`src/hdl/pcpmap_consts.svh`:
```
// constants for the priority-code remap block: offsets, field width, code count, resets
// assumes it is included by bare name from the design files
`ifndef PCPMAP_CONSTS_SVH
`define PCPMAP_CONSTS_SVH
`define PCPMAP_OFS_LOW 8'h80
`define PCPMAP_OFS_HIGH 8'h81
`define PCPMAP_RST_LOW 8'h50
`define PCPMAP_RST_HIGH 8'hfa
`define PCPMAP_FIELD_W 2
`define PCPMAP_CODES 8
`endif

```
`src/hdl/pcpmap_pkg.sv`:
```
// types shared by the priority-code remap block
// assumes the consts header defines the field width
`include "pcpmap_consts.svh"
package pcpmap_pkg;
    typedef logic [`PCPMAP_FIELD_W-1:0] pcpmap_prio_t; // internal frame priority
    typedef logic [2:0] pcpmap_code_t; // 802.1p priority code
    typedef enum logic [1:0] {
        PCPMAP_IDLE = 2'h0, // no lookup pending
        PCPMAP_BUSY = 2'h1 // result valid this cycle
    } pcpmap_state_t;
endpackage : pcpmap_pkg

```
`src/hdl/pcpmap_lookup_if.sv`:
```
// carrier between the top and the lookup stage
// assumes one clock, ref_clk
`timescale 1ns/1ps
interface pcpmap_lookup_if;
    import pcpmap_pkg::*;
    logic [15:0] table_bits; // all eight fields, code n at bits 2n+1:2n
    logic req; // classify request
    pcpmap_code_t code; // code to classify
    logic vld; // result valid
    pcpmap_prio_t prio; // mapped priority
    modport top (output table_bits, req, code, input vld, prio);
    modport lkp (input table_bits, req, code, output vld, prio);
endinterface : pcpmap_lookup_if

```
`src/hdl/pcpmap_lookup.sv`:
```
// lookup stage: picks the field for a code from the eight-entry table
// assumes table bits are stable registers in the same clock domain
`timescale 1ns/1ps
`include "pcpmap_consts.svh"
module pcpmap_lookup
    import pcpmap_pkg::*;
(
    input wire logic ref_clk,
    input wire logic sys_rst,
    pcpmap_lookup_if.lkp lk
);
    pcpmap_prio_t field_w [`PCPMAP_CODES]; // fields split per code
    pcpmap_prio_t sel_w; // field picked by the code
    pcpmap_state_t state_q;
    pcpmap_prio_t prio_q;
    // one slice per code
    for (genvar g = 0; g < `PCPMAP_CODES; g++) begin : g_field
        assign field_w[g] = lk.table_bits[2*g+1:2*g];
    end
    assign sel_w = field_w[lk.code];
    // register the result; table read live so a write counts on the next request
    always_ff @(posedge ref_clk) begin
        if (sys_rst) begin
            state_q <= PCPMAP_IDLE;
            prio_q <= 2'h0;
        end else begin
            state_q <= lk.req ? PCPMAP_BUSY : PCPMAP_IDLE;
            if (lk.req) begin
                prio_q <= sel_w;
            end
        end
    end
    assign lk.vld = (state_q == PCPMAP_BUSY);
    assign lk.prio = prio_q;
endmodule : pcpmap_lookup

```
`src/hdl/pcp_priority_remap.sv`:
```
// top of the 802.1p priority remap: two byte mapping registers, a registered
// read port and a two-stage classify pipeline (lookup flop, then output flop)
// assumes a byte-wide management port with one write or read strobe per cycle,
// and a classify requester that needs no back-pressure: one request per cycle
// assumes every input is synchronous to ref_clk and sys_rst is synchronous
// assumes nothing downstream needs the result before the second edge
//
// Contract
// - code zero uses low register bits 1:0
// - code one uses low register bits 3:2
// - code two uses low register bits 5:4
// - code three uses low register bits 7:6
// - code seven uses high register bits 7:6
// - codes six..four use high bits 5:0
`timescale 1ns/1ps
`include "pcpmap_consts.svh"
module pcp_priority_remap
    import pcpmap_pkg::*;
(
    input wire logic ref_clk,
    input wire logic sys_rst,
    input wire logic reg_wr,
    input wire logic reg_rd,
    input wire logic [7:0] reg_addr,
    input wire logic [7:0] reg_wdata,
    output logic [7:0] reg_rdata,
    output logic reg_rvalid,
    input wire logic cls_req,
    input wire logic [2:0] cls_code,
    output logic cls_vld,
    output logic [1:0] cls_prio
);
    // carrier to the lookup stage; the table and request travel together
    pcpmap_lookup_if lk ();

    // mapping storage: one byte per register, four 2-bit fields each
    logic [7:0] low_q; // pcp_map_low_codes, codes 3..0
    logic [7:0] high_q; // pcp_map_high_codes, codes 7..4

    // read port state
    logic [7:0] rdata_q; // last read value, held until the next read
    logic rvalid_q; // one-cycle echo of the read strobe

    // classify output stage
    logic cls_vld_q; // result valid, two cycles after the request
    pcpmap_prio_t cls_prio_q; // mapped priority, zero while not valid

    // address decode as named wires
    wire sel_low_w = (reg_addr == `PCPMAP_OFS_LOW); // low codes register hit
    wire sel_high_w = (reg_addr == `PCPMAP_OFS_HIGH); // high codes register hit
    wire sel_none_w = !sel_low_w && !sel_high_w; // unmapped offset
    // unmapped offsets read zero so software can probe the map safely
    wire [7:0] rd_mux_w = sel_low_w ? low_q : (sel_high_w ? high_q : 8'h00);

    // writes to unmapped offsets fall through both branches and are dropped
    // field write; a register write lands before any later classify request
    always_ff @(posedge ref_clk) begin
        if (sys_rst) begin
            low_q <= `PCPMAP_RST_LOW;
            high_q <= `PCPMAP_RST_HIGH;
        end else if (reg_wr) begin
            if (sel_low_w) begin
                low_q <= reg_wdata;
            end else if (sel_high_w) begin
                high_q <= reg_wdata;
            end
        end
    end

    // read data; unmapped offsets read zero
    // a read in the same cycle as a write to the same byte returns the old value
    always_ff @(posedge ref_clk) begin
        if (sys_rst) begin
            rdata_q <= 8'h00;
            rvalid_q <= 1'b0;
        end else begin
            rvalid_q <= reg_rd;
            if (reg_rd) begin
                rdata_q <= rd_mux_w;
            end
        end
    end

    // the table is handed over live: a write is seen by the next request
    assign lk.table_bits = {high_q, low_q}; // code n at bits 2n+1:2n
    assign lk.req = cls_req; // one request per cycle, no stall
    assign lk.code = cls_code; // code qualified by the request
    // lookup stage: registers the picked field one cycle after the request
    pcpmap_lookup pcpmap_lookup_inst (
        .ref_clk(ref_clk),
        .sys_rst(sys_rst),
        .lk(lk)
    );

    // output flops: costs one more cycle, but keeps outputs glitch free
    // cls_prio is forced to zero between results so idle cycles carry no stale class
    always_ff @(posedge ref_clk) begin
        if (sys_rst) begin
            cls_vld_q <= 1'b0;
            cls_prio_q <= 2'h0;
        end else begin
            cls_vld_q <= lk.vld;
            cls_prio_q <= lk.vld ? lk.prio : 2'h0;
        end
    end
    // every top-level output comes straight from a flop
    assign reg_rdata = rdata_q;
    assign reg_rvalid = rvalid_q;
    assign cls_vld = cls_vld_q;
    assign cls_prio = cls_prio_q;

    // checks on the classify pipeline: a request at edge c0 shows at c2,
    // and the field is the one the table held when the request was taken
    // expected priority, taken from the table at request time
    logic [15:0] tbl_w;
    assign tbl_w = {high_q, low_q};
    AST_CODE0: assert property (@(posedge ref_clk) disable iff (sys_rst)
        cls_req && cls_code == 3'h0 |-> ##2 cls_vld && cls_prio == $past(low_q[1:0], 2))
        else $error("code zero mapped wrong");
    AST_CODE1: assert property (@(posedge ref_clk) disable iff (sys_rst)
        cls_req && cls_code == 3'h1 |-> ##2 cls_prio == $past(low_q[3:2], 2))
        else $error("code one mapped wrong");
    AST_CODE2: assert property (@(posedge ref_clk) disable iff (sys_rst)
        cls_req && cls_code == 3'h2 |-> ##2 cls_prio == $past(low_q[5:4], 2))
        else $error("code two mapped wrong");
    AST_CODE3: assert property (@(posedge ref_clk) disable iff (sys_rst)
        cls_req && cls_code == 3'h3 |-> ##2 cls_prio == $past(low_q[7:6], 2))
        else $error("code three mapped wrong");
    AST_CODE7: assert property (@(posedge ref_clk) disable iff (sys_rst)
        cls_req && cls_code == 3'h7 |-> ##2 cls_prio == $past(high_q[7:6], 2))
        else $error("code seven mapped wrong");
    AST_CODE654: assert property (@(posedge ref_clk) disable iff (sys_rst)
        cls_req && cls_code[2] && cls_code != 3'h7 |-> ##2
        cls_prio == $past(tbl_w[{cls_code, 1'b0} +: 2], 2))
        else $error("codes four to six mapped wrong");
    AST_RESET_VAL: assert property (@(posedge ref_clk)
        $past(sys_rst) |-> low_q == `PCPMAP_RST_LOW && high_q == `PCPMAP_RST_HIGH)
        else $error("mapping reset values wrong");
    AST_WR_RD: assert property (@(posedge ref_clk) disable iff (sys_rst)
        reg_wr && sel_low_w ##1 reg_rd && !reg_wr && sel_low_w |-> ##1
        reg_rvalid && reg_rdata == $past(reg_wdata, 2))
        else $error("low register readback wrong");
    AST_UNMAPPED: assert property (@(posedge ref_clk) disable iff (sys_rst)
        reg_rd && !sel_low_w && !sel_high_w |=> reg_rdata == 8'h00)
        else $error("unmapped read not zero");
    COV_WR_HIGH: cover property (@(posedge ref_clk) reg_wr && sel_high_w);
    COV_CLS7: cover property (@(posedge ref_clk) cls_req && cls_code == 3'h7 ##2 cls_vld);
    COV_BACK: cover property (@(posedge ref_clk) cls_req [*3]);
    COV_WR_RD_LOW: cover property (@(posedge ref_clk)
        reg_wr && sel_low_w ##1 reg_rd && sel_low_w);
    COV_RD_NONE: cover property (@(posedge ref_clk) reg_rd && sel_none_w ##1 reg_rvalid);

    // field-by-field checks of the high register
    // code four sits in bits 1:0; no computed index, so a slicing slip shows
    AST_CODE4: assert property (@(posedge ref_clk) disable iff (sys_rst)
        cls_req && cls_code == 3'h4 |-> ##2 cls_prio == $past(high_q[1:0], 2))
        else $error("code four mapped wrong");

    // code five sits in bits 3:2 of the high register
    AST_CODE5: assert property (@(posedge ref_clk) disable iff (sys_rst)
        cls_req && cls_code == 3'h5 |-> ##2 cls_prio == $past(high_q[3:2], 2))
        else $error("code five mapped wrong");

    // code six sits in bits 5:4 of the high register
    AST_CODE6: assert property (@(posedge ref_clk) disable iff (sys_rst)
        cls_req && cls_code == 3'h6 |-> ##2 cls_prio == $past(high_q[5:4], 2))
        else $error("code six mapped wrong");

    // no request, no result two cycles on
    AST_NO_REQ: assert property (@(posedge ref_clk) disable iff (sys_rst)
        !cls_req |-> ##2 !cls_vld)
        else $error("result valid without a request");

    // the priority reads zero between results
    AST_IDLE_ZERO: assert property (@(posedge ref_clk) disable iff (sys_rst)
        !cls_vld |-> cls_prio == 2'h0)
        else $error("priority not zero while idle");

    // a write to the low register lands at the next edge
    AST_WR_LOW: assert property (@(posedge ref_clk) disable iff (sys_rst)
        reg_wr && sel_low_w |=> low_q == $past(reg_wdata))
        else $error("low register write lost");

    // a write to the high register lands at the next edge
    AST_WR_HIGH: assert property (@(posedge ref_clk) disable iff (sys_rst)
        reg_wr && sel_high_w |=> high_q == $past(reg_wdata))
        else $error("high register write lost");

    // a write to any other offset leaves both mapping bytes alone
    AST_OTHER_WR: assert property (@(posedge ref_clk) disable iff (sys_rst)
        reg_wr && sel_none_w |=> $stable(low_q) && $stable(high_q))
        else $error("unmapped write changed a mapping byte");

    // a read of the low register returns the byte held when it was taken
    AST_RD_LOW: assert property (@(posedge ref_clk) disable iff (sys_rst)
        reg_rd && sel_low_w |=> reg_rdata == $past(low_q))
        else $error("low register read wrong");

    // a read of the high register returns the byte held when it was taken
    AST_RD_HIGH: assert property (@(posedge ref_clk) disable iff (sys_rst)
        reg_rd && sel_high_w |=> reg_rdata == $past(high_q))
        else $error("high register read wrong");

    // every read is answered by a valid strobe one cycle later
    AST_RVALID: assert property (@(posedge ref_clk) disable iff (sys_rst)
        reg_rd |=> reg_rvalid)
        else $error("read not answered");

    // without a read the strobe stays low and the read data holds
    // software may sample the data late, so it must not drift
    AST_NO_RD: assert property (@(posedge ref_clk) disable iff (sys_rst)
        !reg_rd |=> !reg_rvalid && $stable(reg_rdata))
        else $error("read port moved without a read");

    // all outputs sit at their idle values right after a reset edge
    // this one keeps no disable so it also watches the mid-run reset
    AST_RESET_OUT: assert property (@(posedge ref_clk)
        $past(sys_rst) |-> !reg_rvalid && !cls_vld &&
        reg_rdata == 8'h00 && cls_prio == 2'h0)
        else $error("outputs not idle after reset");

endmodule : pcp_priority_remap

```
`config.mk`:
```
export PLATFORM = sky130hd
export DESIGN_NAME = pcp_priority_remap
export DESIGN_NICKNAME = d
export VERILOG_FILES = /design/src/hdl/pcpmap_pkg.sv /design/src/hdl/pcpmap_lookup_if.sv /design/src/hdl/pcpmap_lookup.sv /design/src/hdl/pcp_priority_remap.sv
export VERILOG_INCLUDE_DIRS = /design/src /design/src/hdl
export SDC_FILE = /design/constraint.sdc
export NUM_CORES = 1
export LEC_CHECK = 0
export BUFFER_PORTS_ARGS = -buffer_cell sky130_fd_sc_hd__clkbuf_2
export CAP_MARGIN = 30
export CORE_ASPECT_RATIO = 0.8
export CORE_MARGIN = 4
export CORE_UTILIZATION = 43
export CTS_CLUSTER_SIZE = 14
export DETAILED_ROUTE_END_ITERATION = 12
export GPL_TIMING_DRIVEN = 0
export HOLD_SLACK_MARGIN = 0.02
export PLACE_DENSITY_LB_ADDON = 0.15
export SLEW_MARGIN = 10
export SYNTH_ARGS = -nofsm -noshare
export SYNTH_HDL_FRONTEND = slang
export SYNTH_SLANG_ARGS = --single-unit
```
`constraint.sdc`:
```
create_clock -name ref_clk -period 3.5 [get_ports ref_clk]
set_clock_uncertainty 0.15 [all_clocks]
set_input_delay 0.525 -clock ref_clk [delete_from_list [all_inputs] [get_ports ref_clk]]
set_output_delay 0.525 -clock ref_clk [all_outputs]
set_load 0.05 [all_outputs]
```
==> flow_summary.yaml <==
final_layout:
  layout.nets: 202
  diodes: 0
  area_growth_pct: 21.9
  layout_common_cells: "33 x clkbuf_2, 31 x dfxtp_1, 24 x mux2i_1"
  final_common_cell: "clkbuf_2"
  drive_above_1_share: 0.318
logic_synthesis:
  netlist.area_leader.share: 0.430
  yosys.area.top_type: "dfxtp_1"
  syn-instance-count: 138
  synth.distinct_cells: 19
  synth_area_leaders: "dfxtp_1 43%, mux2i_1 17%, nand2b_1 9.5%"
  async_flop_share: 0
  yosysWarnings: 0
  synth_edf_count: 0
  synth_nets: 162
  synth_seq_cells: 31
  avgSynthCellArea_um2: 10.5
  synthFlopType: "dfxtp_1"
  syn_area_um2: 1440
  ys_seq_area_frac: 0.430
flow_run:
  maxCapViolations: 0
outcome:
  status: "finished clean"
timing:
  period_minus_slack_ns: 1.73
  finalSetupViolCount: 0
  max_freq_mhz: 577
  fin_tns_setup_ns: 0
  layout_setup_ws_ns: 1.77
  relSlewSlack: 0.541
  hold_viol_final: 0
  maxSlewViolCount: 0
  tightest_slew_ns: 0.685
  rsz0062_at_grt: "no"
  fin_crit_sh: 0.495
power:
  ir_drop_uv: 178
  cellLeakagePower_nw: 0.830
  power_density_nw_per_um2: 414
  finalPower_mw: 0.728
die:
  die_w_um: 72.8
  io_pins: 36
  initial_core_util: 0.458
  core_um2: 3150
  die_area_um2: 4350
  rows: 18
  fp.dieH_um: 59.8
routing:
  first_pass_iters: 4
  routed_wl_um: 3130
  remaining_drc_errors: 0
  ant_nets: 0
  wl_per_cell_um: 14.3
  drtIter0Drc: 56
  vias: 1127
  vias_per_cell: 5.15
cts:
  htreeDepth: 2
  cts_inserted_buffers: 5
  cts_buffer_depth: 2
  cts.sinks: 31
  clock_latency_ns: 0.28
  root_buffer: "clkbuf_8"
  cts.repair.resized: 0
  ctsHoldBuffers: 0
  path_clk_slew_ns: 0.06
  cts_tree: "built"
  post-cts-setup-buffer-count: 0
setup_path:
  crit_fanout: 10
  r2r_slack_ns: 2.08
  critPathLaunchType: "input port"
  required_ns: 3.51
  cp-end-kind: "flop"
  slowest_delay_ns: 0.59
  cp_slowest_cell: "nor4b_4"
  cp.arrival_ns: 1.74
  crit_chain: "clkbuf_2, nor4b_4, nand4_4, mux2i_1"
  path_class: "in -> reg"
global_route:
  grt_first_pass_wirelength_um: 5090
  grtUsageTotal: 0.159
  grt_pass1_vias: 1116
  use_met3: 0.0588
  grt_antenna_before_repair: 0
  grt_max_degree: 11
  gr-total-overflow: 0
  grt_use_met1: 0.187
  top_usage_layer: "met2"
  met2_usage: 0.266
place:
  io_buffers: 33
  finalWeightedCongestion: 0.769
  preCtsSetupSlack_ns: 1.48
  dp_hpwl_um: 2370
min_path:
  hold_class: "reg -> reg"
==> critical path: cells and delay by family <==
family                 cells  cell delay, ns
AND/OR/NAND/NOR            2            0.92
buffers and inverters      1            0.10
multiplexers               1            0.19
==> area by class of cell <==
class,count,area [um2]
timing repair buffer,33,165
fill,309,1400
buffer,8,42.5
multi-input combinational,99,779
tap,40,50.0
sequential,31,621
clock buffer,8,100
==> Yosys cell counts (2+ instances only) <==
cell type  count
nor2_1        16
dfxtp_1       31
and2_1         2
clkbuf_1       5
a211oi_1       2
mux4_2         2
nand4_1        8
a21oi_1        8
nand2b_1      22
nor2b_1        3
mux2i_1       24
mux2_2         8
==> power breakdown <==
part / switching (mW) / internal, mW
clock network: 0.125 / 0.179
registers: 0.00144 / 0.357
logic: 0.0361 / 0.0299
total: 0.162 / 0.566
==> cell families after synthesis <==
kind of cell	after synthesis	synth area share
and+or+nand+nor	55	0.242
muxes	34	0.260
DFF	31	0.430
AOI/OAI and AO/OA	10	0.0382
buffers and inverters	8	0.0295
==> sequential cells by signal (all words and copies together) (netlist names) <==
signal	flops
pcpmap_lookup_inst.state_q	1
reg_rvalid	1
reg_rdata	8
pcpmap_lookup_inst.lk.prio	2
cls_vld	1
low_q	8
cls_prio	2
high_q	8
==> metal layers <==
layer / wire, um / share of wire / vias up
met5: 0 / 0 / -
met4: 13 / 0.0042 / 0
met3: 165 / 0.053 / 2
met2: 1550 / 0.50 / 24
met1: 1400 / 0.45 / 538
li1: - / - / 563
==> metrics by stage <==
stage | cells | cell area, um2 | hold slack [ns] | util
after CTS | 219 | 1760 | 0.320 | 0.558
final | 219 | 1760 | 0.313 | 0.558
after global placement | 211 | 1660 | 0.305 | 0.526
after global routing | 219 | 1760 | 0.337 | 0.558
after detailed placement | 211 | 1660 | 0.304 | 0.526
after floorplan | 138 | 1440 | 0.281 | -
==> final timing paths <==
path	start	endpoint	cells after the start
hold / removal	pcpmap_lookup_inst.lk.prio[0]	cls_prio[0]	1
setup / recovery	reg_addr[3]	high_q[5]	4
hold reg to reg	pcpmap_lookup_inst.lk.prio[0]	cls_prio[0]	1
setup reg to reg	low_q[2]	pcpmap_lookup_inst.lk.prio[0]	3
Power figures use the tool's default switching activity.
